### config.mk
export PLATFORM = sky130hd
export DESIGN_NAME = p6io_port
export DESIGN_NICKNAME = d
export VERILOG_FILES = /design/src/p6io_pkg.sv /design/src/p6io_sync.sv /design/src/p6io_pin_mux.sv /design/src/p6io_port.sv
export SDC_FILE = /design/constraint.sdc
export NUM_CORES = 1
export LEC_CHECK = 0
export ABC_CLOCK_PERIOD_IN_PS = 2800
export BUFFER_PORTS_ARGS = -buffer_cell sky130_fd_sc_hd__buf_2
export CAP_MARGIN = 20
export CORE_UTILIZATION = 30
export DETAILED_ROUTE_END_ITERATION = 8
export PLACE_DENSITY = 0.52
export SYNTH_ARGS = -nofsm -noshare
export SYNTH_HDL_FRONTEND = slang
export SYNTH_HIERARCHICAL = 1
export SYNTH_SLANG_ARGS = --single-unit
### constraint.sdc
create_clock -name core_clk_i -period 2.8 [get_ports core_clk_i]
set_input_delay 0.56 -clock core_clk_i [delete_from_list [all_inputs] [get_ports core_clk_i]]
set_output_delay 0.56 -clock core_clk_i [all_outputs]
set_load 0.05 [all_outputs]
### src/p6io_pkg.sv
package p6io_pkg;

  // ****************************************
  // register map
  // ****************************************
  localparam int unsigned ADDR_W = 16;
  localparam int unsigned DATA_W = 8;
  localparam logic [15:0] DATA_LATCH_OFFS = 16'hffd9;
  localparam logic [15:0] PULLUP_EN_OFFS = 16'hffe3;
  localparam logic [15:0] DIRECTION_OFFS = 16'hffe9;

  // ****************************************
  // reset and fixed read values
  // ****************************************
  localparam logic [7:0] DATA_LATCH_RST = 8'h00;
  localparam logic [7:0] PULLUP_EN_RST = 8'h00;
  localparam logic [7:0] DIRECTION_RST = 8'h00;
  localparam logic [7:0] DIRECTION_READ = 8'hff;
  localparam logic [7:0] UNMAPPED_READ = 8'h00;
  localparam logic [7:0] PIN_OUT_RST = 8'h00;
  localparam logic [7:0] PIN_OE_N_RST = 8'hff;
  localparam logic [7:0] PULLUP_OUT_RST = 8'h00;
  localparam logic [7:0] SYNC_RST = 8'h00;

  // ****************************************
  // operating modes, one-hot
  // ****************************************
  typedef enum logic [5:0] {
    MODE_ACTIVE = 6'h01,
    MODE_SUBACTIVE = 6'h02,
    MODE_SLEEP = 6'h04,
    MODE_SUBSLEEP = 6'h08,
    MODE_STANDBY = 6'h10,
    MODE_WATCH = 6'h20
  } p6io_mode_type;

  // ****************************************
  // drive-select decode
  // ****************************************
  // general-purpose for 00** and 010*, lcd drive for 011* and 1***
  function automatic logic p6io_is_gpio(input logic [3:0] sel);
    p6io_is_gpio = (sel[3] == 1'b0) && (sel[2:1] != 2'b11);
  endfunction

endpackage

### src/p6io_sync.sv
`timescale 1ns/1ps
module p6io_sync (
  input wire logic core_clk_i, // system clock
  input wire logic resetn_i, // async reset, active low
  input wire logic [7:0] async_i, // raw pin levels
  output logic [7:0] sync_o // filtered, synchronised levels
);

  logic [7:0] stage1_r;
  logic [7:0] stage2_r;
  logic [7:0] stage3_r;
  logic [7:0] sync_r;
  logic [7:0] agree;
  logic [7:0] sync_nxt;

  // ****************************************
  // agreement filter
  // ****************************************
  assign agree = ~(stage2_r ^ stage3_r);
  assign sync_nxt = (agree & stage3_r) | (~agree & sync_r);
  assign sync_o = sync_r;

  always_ff @(posedge core_clk_i or negedge resetn_i) begin
    if (!resetn_i) begin
      stage1_r <= p6io_pkg::SYNC_RST;
      stage2_r <= p6io_pkg::SYNC_RST;
      stage3_r <= p6io_pkg::SYNC_RST;
      sync_r <= p6io_pkg::SYNC_RST;
    end else begin
      stage1_r <= async_i;
      stage2_r <= stage1_r;
      stage3_r <= stage2_r;
      sync_r <= sync_nxt;
    end
  end

endmodule

### src/p6io_pin_mux.sv
`timescale 1ns/1ps
module p6io_pin_mux (
  input wire logic [5:0] mode_i, // operating mode, one-hot
  input wire logic [3:0] drive_select_i, // pin function field
  input wire logic [7:0] direction_i, // direction bits
  input wire logic [7:0] latch_i, // output data latch
  input wire logic [7:0] pullup_en_i, // pull-up enable bits
  input wire logic [7:0] lcd_seg_i, // lcd drive levels
  output logic hold_o, // keep pins as they are
  output logic [7:0] drive_o, // next pin level
  output logic [7:0] oe_n_o, // next enable, low drives
  output logic [7:0] pullup_o // next pull-up state
);

  logic gpio;
  logic run;
  logic float;
  logic [7:0] pull_req;

  // ****************************************
  // pin function and mode decode
  // ****************************************
  assign gpio = p6io_pkg::p6io_is_gpio(drive_select_i);
  assign run = (mode_i == p6io_pkg::MODE_ACTIVE) || (mode_i == p6io_pkg::MODE_SUBACTIVE);
  assign hold_o = (mode_i == p6io_pkg::MODE_SLEEP) || (mode_i == p6io_pkg::MODE_SUBSLEEP);
  assign float = !run && !hold_o;
  // settings only count for general-purpose pins
  assign pull_req = gpio ? (pullup_en_i & ~direction_i) : 8'h00;
  assign drive_o = gpio ? latch_i : lcd_seg_i;
  assign oe_n_o = float ? 8'hff : (gpio ? ~direction_i : 8'h00);
  assign pullup_o = pull_req;

endmodule

### src/p6io_port.sv
// Strobed register access is this design's own decision.
`timescale 1ns/1ps
// Functional notes
// - one latch bit per pin holds that pin's output value
// - port read of an output pin returns the latch bit
// - port read of an input pin returns the sampled pin level
// - reset clears the data latch to zero
// - direction 1 drives the pin, direction 0 makes it input
// - direction and latch only drive general-purpose pins; port reads use them for every pin
// - select 00** or 010* is general-purpose, 011* or 1*** is lcd drive
// - reset clears all direction bits, every pin is input
// - direction register is write-only and reads as all ones
// - pull-up on only for input pin with its enable set
// - reset clears all pull-up enables
// - hold in sleeps; run in active and subactive; float in reset and every other mode
// - enabled pull-ups still pull high in standby and watch
module p6io_port (
  input wire logic core_clk_i, // system clock
  input wire logic resetn_i, // async reset, active low
  input wire logic [15:0] addr_i, // register address
  input wire logic [7:0] wdata_i, // write data
  input wire logic wr_i, // write strobe
  input wire logic rd_i, // read strobe
  output logic [7:0] rdata_o, // read data, cycle after rd_i
  input wire logic [5:0] mode_i, // operating mode, one-hot
  input wire logic [3:0] drive_select_i, // pin function field
  input wire logic [7:0] lcd_seg_i, // lcd drive levels
  input wire logic [7:0] port_six_pin_i, // pin levels in
  output logic [7:0] port_six_pin_o, // pin levels out
  output logic [7:0] port_six_pin_oe_n_o, // pin enables, low drives
  output logic [7:0] pullup_en_o // weak pull-up switches
);

  // ****************************************
  // declarations
  // ****************************************
  logic [7:0] port_six_data_latch_r;
  logic [7:0] port_six_direction_reg_r;
  logic [7:0] port_six_pullup_enable_reg_r;
  logic [7:0] rdata_r;
  logic [7:0] rdata_nxt;
  logic [7:0] pin_r;
  logic [7:0] pin_nxt;
  logic [7:0] oe_n_r;
  logic [7:0] oe_n_nxt;
  logic [7:0] pullup_r;
  logic [7:0] pullup_nxt;
  logic [7:0] pin_sync;
  logic [7:0] port_view;
  logic hold;
  logic hit_data;
  logic hit_dir;
  logic hit_pull;
  logic wr_data;
  logic wr_dir;
  logic wr_pull;
  logic gpio;

  // ****************************************
  // pin input synchroniser
  // ****************************************
  p6io_sync p6io_sync_inst (
    .core_clk_i(core_clk_i),
    .resetn_i(resetn_i),
    .async_i(port_six_pin_i),
    .sync_o(pin_sync)
  );

  // ****************************************
  // pin function and mode mux
  // ****************************************
  p6io_pin_mux p6io_pin_mux_inst (
    .mode_i(mode_i),
    .drive_select_i(drive_select_i),
    .direction_i(port_six_direction_reg_r),
    .latch_i(port_six_data_latch_r),
    .pullup_en_i(port_six_pullup_enable_reg_r),
    .lcd_seg_i(lcd_seg_i),
    .hold_o(hold),
    .drive_o(pin_nxt),
    .oe_n_o(oe_n_nxt),
    .pullup_o(pullup_nxt)
  );

  // ****************************************
  // address decode
  // ****************************************
  assign hit_data = (addr_i == p6io_pkg::DATA_LATCH_OFFS);
  assign hit_dir = (addr_i == p6io_pkg::DIRECTION_OFFS);
  assign hit_pull = (addr_i == p6io_pkg::PULLUP_EN_OFFS);
  assign wr_data = wr_i && hit_data;
  assign wr_dir = wr_i && hit_dir;
  assign wr_pull = wr_i && hit_pull;
  assign gpio = p6io_pkg::p6io_is_gpio(drive_select_i);

  // ****************************************
  // read path
  // ****************************************
  // output pins read the latch, input pins read the synchronised level
  assign port_view = (port_six_direction_reg_r & port_six_data_latch_r) |
                     (~port_six_direction_reg_r & pin_sync);
  assign rdata_nxt = !rd_i ? rdata_r :
                     hit_data ? port_view :
                     hit_dir ? p6io_pkg::DIRECTION_READ :
                     hit_pull ? port_six_pullup_enable_reg_r :
                     p6io_pkg::UNMAPPED_READ;

  // ****************************************
  // registers
  // ****************************************
  always_ff @(posedge core_clk_i or negedge resetn_i) begin
    if (!resetn_i) begin
      port_six_data_latch_r <= p6io_pkg::DATA_LATCH_RST;
      port_six_direction_reg_r <= p6io_pkg::DIRECTION_RST;
      port_six_pullup_enable_reg_r <= p6io_pkg::PULLUP_EN_RST;
    end else begin
      if (wr_data) begin
        port_six_data_latch_r <= wdata_i;
      end
      if (wr_dir) begin
        port_six_direction_reg_r <= wdata_i;
      end
      if (wr_pull) begin
        port_six_pullup_enable_reg_r <= wdata_i;
      end
    end
  end

  always_ff @(posedge core_clk_i or negedge resetn_i) begin
    if (!resetn_i) begin
      rdata_r <= p6io_pkg::UNMAPPED_READ;
    end else begin
      rdata_r <= rdata_nxt;
    end
  end

  // ****************************************
  // pin drivers
  // ****************************************
  // pins float during reset; sleep modes freeze them
  always_ff @(posedge core_clk_i or negedge resetn_i) begin
    if (!resetn_i) begin
      pin_r <= p6io_pkg::PIN_OUT_RST;
      oe_n_r <= p6io_pkg::PIN_OE_N_RST;
      pullup_r <= p6io_pkg::PULLUP_OUT_RST;
    end else if (!hold) begin
      pin_r <= pin_nxt;
      oe_n_r <= oe_n_nxt;
      pullup_r <= pullup_nxt;
    end
  end

  assign rdata_o = rdata_r;
  assign port_six_pin_o = pin_r;
  assign port_six_pin_oe_n_o = oe_n_r;
  assign pullup_en_o = pullup_r;
endmodule

-- After elaboration in Yosys (flattened, before gate mapping)
Index checks and enable logic that the tools add are counted.
- bits in registers: 88
- input bits: 54
- output and inout bits: 32
- logic and storage cells: 47
- equality and inequality tests: 8
- multiplexer cells: 7
- bitwise gates (word level): 12
- reductions and logical operators: 9
- operators by type and width (cell ; number):
    8-bit two-way mux ; 7
    16-bit == test (second input constant) ; 3
    8-bit bitwise AND ; 5
    8-bit inverter ; 3
    8-bit OR ; 2
    8-bit XOR ; 1
    6-bit by 1-bit == test with 1-bit output (second input constant) ; 1
    6-bit by 2-bit == test with 1-bit output (second input constant) ; 1
    6-bit by 3-bit == test with 1-bit output (second input constant) ; 1
    6-bit by 4-bit == test with 1-bit output (second input constant) ; 1
    1-bit logical AND ; 5
    1-bit logical NOT ; 2
    1-bit logical OR ; 2
    2-bit inequality test (second input constant) ; 1
    1-bit inverter ; 1

-- Logic depth before layout (Yosys ltp)
- depth after elaboration: 5
- mapped depth: 5
- depth with buffers taken out: 4

-- Cells and area by module
The synthesis kept the hierarchy.
- modules (own cells, without submodules) (module ; times used ; cells an instance ; area an instance (µm²) ; sequential area each (µm²)):
    p6io_port ; 1 ; 165 ; 2422.3 ; 1411.4
    p6io_sync ; 1 ; 40 ; 890.9 ; 800.8
    p6io_pin_mux ; 1 ; 34 ; 305.3 ; 0.0

-- Worst setup path before layout
No wires, ideal clock.
- path kind: in2reg
- start: in mode_i[5]
- end: reg pin_r[0] (netlist: port_six_pin_o[0])
- library setup time: 0.125 ns
- arrival: 2.086 ns
- data required time: 2.675 ns
- path slack: 0.589 ns
- cell stages on the path: 5
- buffers on the path: 2
- cell sequence: nor2_1 nor4b_1 clkbuf_1 clkbuf_1 mux2_2
- longest elaborated chain between the ends: 2
- elaborated cells between the ends (all ways): 3
- classes of those cells: eq/ne: 2; reduce/logical: 1
- RTL lines (what ; line ; source):
    start, declared ; p6io_port.sv:25 ; input wire logic [5:0] mode_i,
    6-bit by 3-bit == test with 1-bit output or 6-bit by 4-bit == test with 1-bit output (tied branches) ; p6io_pin_mux.sv:25 ; assign hold_o = (mode_i == p6io_pkg::MODE_SLEEP) || (mode_i == p6io_pkg::MODE_SUBSLEEP);
    1-bit logical OR (*) ; p6io_pin_mux.sv:25 ;
    net hold ; p6io_port.sv:50 ; logic hold;
    end signal, assigned ; p6io_port.sv:143 ; pin_r <= p6io_pkg::PIN_OUT_RST;
    end signal, assigned ; p6io_port.sv:147 ; pin_r <= pin_nxt;
    end, declared ; p6io_port.sv:42 ; logic [7:0] pin_r;
The timed path passes the listed nets; every way through them passes the cells marked *.
A chain may end at the register's enable or synchronous reset.

-- Final worst setup path
- start: in addr_i[4]
- end: reg port_six_pullup_enable_reg_r[2]
- longest elaborated chain between the ends: 2
- RTL lines (what ; line ; source):
    start, declared ; p6io_port.sv:20 ; input wire logic [15:0] addr_i,
    16-bit == test ; p6io_port.sv:90 ; assign hit_pull = (addr_i == p6io_pkg::PULLUP_EN_OFFS);
    1-bit logical AND ; p6io_port.sv:93 ; assign wr_pull = wr_i && hit_pull;
    end signal, assigned ; p6io_port.sv:115 ; port_six_pullup_enable_reg_r <= p6io_pkg::PULLUP_EN_RST;
    end signal, assigned ; p6io_port.sv:124 ; port_six_pullup_enable_reg_r <= wdata_i;
    end, declared ; p6io_port.sv:39 ; logic [7:0] port_six_pullup_enable_reg_r;
No other way between the ends.

==> results.py <==
metrics = {
    "finish": {
        "multi_input_area_um2": 1330,
        "fin_nets": 384,
        "area.sequential_um2": 2210,
        "fillers": 1090,
        "drive_gt1_share_pct": 54.9,
        "design_area_um2": 4510,
        "area_growth_pct": 24.7,
    },
    "yosys": {
        "ys_seq_elements": 88,
        "syn_nets": 293,
        "syn_area_um2": 3620,
        "ys_types": 34,
        "synthArstFlopShare_pct": 100,
        "ys.flop_type": "dfrtp_1",
        "syn_area_per_cell_um2": 15.1,
        "yosys_warnings": 6,
        "synth_edf_count": 0,
        "syn_inst": 239,
        "yosysSeqAreaShare_pct": 61.1,
    },
    "timing": {
        "drv_slew": 0,
        "finalSetupTns_ps": 0,
        "relSlewSlack_pct": 61.7,
        "setup_viol": 0,
        "tightest_slew_ps": 571,
        "finalHoldViolCount": 0,
        "fin_crit_sh_pct": 61.9,
        "rsz0062_at_grt": "no",
        "max_freq_mhz": 577,
        "fin_skew_ps": 7.78,
        "hold_ws_ps": 203,
        "period_minus_slack_ps": 1730,
    },
    "route": {
        "dr.pass1.iters": 6,
        "vias_per_cell": 4.56,
        "vias": 2186,
        "drt_wl_total_um": 7350,
        "wire_per_inst_um": 15.3,
        "drt_iter0_drc": 80,
        "drc": 3,
        "ant_nets": 0,
    },
    "worst_hold_path": {
        "hold_path.class": "primary input to asynchronous set/reset pin",
    },
    "place": {
        "dp.final_hpwl_um": 5490,
        "dpl_cell_area_um2": 4230,
        "port_buffers": 84,
        "gp_congestion": 0.793,
    },
    "clock_network": {
        "cts_setup_buffers": 0,
        "cts_root_buf": "clkbuf_16",
        "cts-buffers-inserted": 9,
        "cts_htree_levels": 3,
        "cts_hold_buffers": 0,
        "clk_pin_slew_worst_paths_ps": 60,
        "cts.sinks": 88,
        "worstSkewPairLatency_ps": 330,
        "clockBufferDepth": 2,
        "tritoncts": "yes",
        "ctsResizeCount": 0,
    },
    "die": {
        "ios": 86,
        "start_util_pct": 31.3,
        "core_um2": 11600,
        "die_w_um": 112,
        "rows": 39,
        "die_area_um2": 12500,
        "die_h_um": 112,
    },
    "job": {
        "drv_cap": 0,
    },
    "power": {
        "vdd_drop_max_uv": 257,
        "cellLeakagePower_nw": 2.10,
        "power_density_nw_per_um2": 600,
    },
    "worst_setup_path": {
        "critPathLaunchType": "primary input",
        "critPathMaxFanout": 9,
        "setup.worst_path.end_class": "flop",
        "r2r_setup_slack_ps": 1580,
        "reg2reg_depth": 4,
        "crit_type": "primary input to flop",
        "required_ps": 3020,
        "worst_ep_arrival_time_ps": 1950,
    },
    "status": {
        "status": "complete, but fails checks",
        "violations": "design-rule violations",
    },
    "grt": {
        "grt_overflow": 0,
        "grt_usage_pct": 12.7,
        "grt_pass1_wl_um": 12200,
        "grt_pass1_vias": 2269,
        "grt_max_degree": 41,
        "antenna_found_initial": 1,
    },
}
## cell usage after synthesis (all sizes together), types with 2 or more instances
cell,number,area [um2]
o211ai,8,60.1
buf,2,25.0
and4,2,20.0
nand4b,2,23.8
nor3b,10,91.3
nor2,10,37.5
a211oi,8,60.1
nand4,2,18.8
mux2i,8,80.1
dfrtp,80,2000
mux2,56,661
inv,8,30.0
dfstp,8,210
or4b,2,27.5
clkbuf,7,26.3
maj3,8,90.1
o22ai,8,50.1
## through the flow
stage          utilization (%)  setup WS (ps)  std cells  power, W
5_1_grt                   39.0            971        479   0.00282
3_3_place_gp              36.5            741        462   0.00157
3_5_place_dp              36.5            723        462   0.00158
2_1_floorplan                -            589        239   0.00147
4_1_cts                   39.0           1070        478   0.00275
6_report                  39.0           1070        479   0.00271
## path summary, 6_finish.rpt
kind / from / to
setup / recovery: addr_i[4] / port_six_pullup_enable_reg_r[2]
hold / removal: resetn_i / port_six_pin_o[0]
setup reg to reg: port_six_direction_reg_r[6] / rdata_o[6]
hold reg to reg: p6io_sync_inst/stage1_r[0] / p6io_sync_inst/stage2_r[0]
max in group asynchronous: resetn_i / port_six_pin_oe_n_o[6]
min in group core_clk_i: port_six_pin_i[1] / p6io_sync_inst/stage1_r[1]
## worst max-delay path, stage by stage
cell      delay (ps)
buf_2            120
nand2b_4         150
nor3b_4          390
and4_4           410
mux2_4           310
## cell type report
type                       count  area share (%)
sequential                    88            49.0
multi-input combinational    134            29.5
timing repair buffer          89            10.5
clock buffer                  13            5.33
tap                          143            3.97
clock inverter                 3           0.943
inverter                       8           0.666
antenna                        1          0.0555
## cells in the final DEF, fill, tap and decap left out, types with 5 or more instances in the layout
master and n:
buf_4 5, a211oi_1 8, buf_2 83, dfstp_2 8, clkbuf_16 9, mux2_4 8
o22ai_1 8, nor3b_1 8, inv_1 8, o211ai_1 8, mux2_2 48, nor2_1 10
maj3_2 8, dfrtp_1 80, mux2i_1 8
## where the power goes
group / total, W / switching, W / internal (W)
combinational: 0.000216 / 0.000129 / 0.0000866
sequential: 0.00133 / 0.0000193 / 0.00132
clock: 0.00116 / 0.000464 / 0.000691
total: 0.00271 / 0.000613 / 0.00209
## registers in the layout (all words and copies together), names as in the netlist, named ones only
| register | flops |
|---|---|
| p6io_sync_inst/stage1_r | 8 |
| p6io_sync_inst/stage2_r | 8 |
| p6io_sync_inst/stage3_r | 8 |
| port_six_data_latch_r | 8 |
| port_six_direction_reg_r | 8 |
| port_six_pin_o | 8 |
| port_six_pin_oe_n_o | 8 |
| port_six_pullup_enable_reg_r | 8 |
| pullup_en_o | 8 |
| rdata_o | 8 |
## layer usage
metal	track usage, %	up-vias	share of wire (%)
met5	0	-	0
met4	6.22	0	2.0
met3	3.05	11	4.7
met2	19.1	47	47
met1	17.2	1066	47
li1	-	1062	-
## kinds of logic after synthesis
kind of cell             synth area share [%]
AND/OR/NAND/NOR                          7.78
buffers and inverters                    2.25
XOR/XNOR                                0.242
flip-flops                               61.1
adder cells (fa/ha/maj)                  2.49
multiplexers                             20.5
AO/OA/AOI/OAI                            5.64
(Power assumes the default switching activity.)
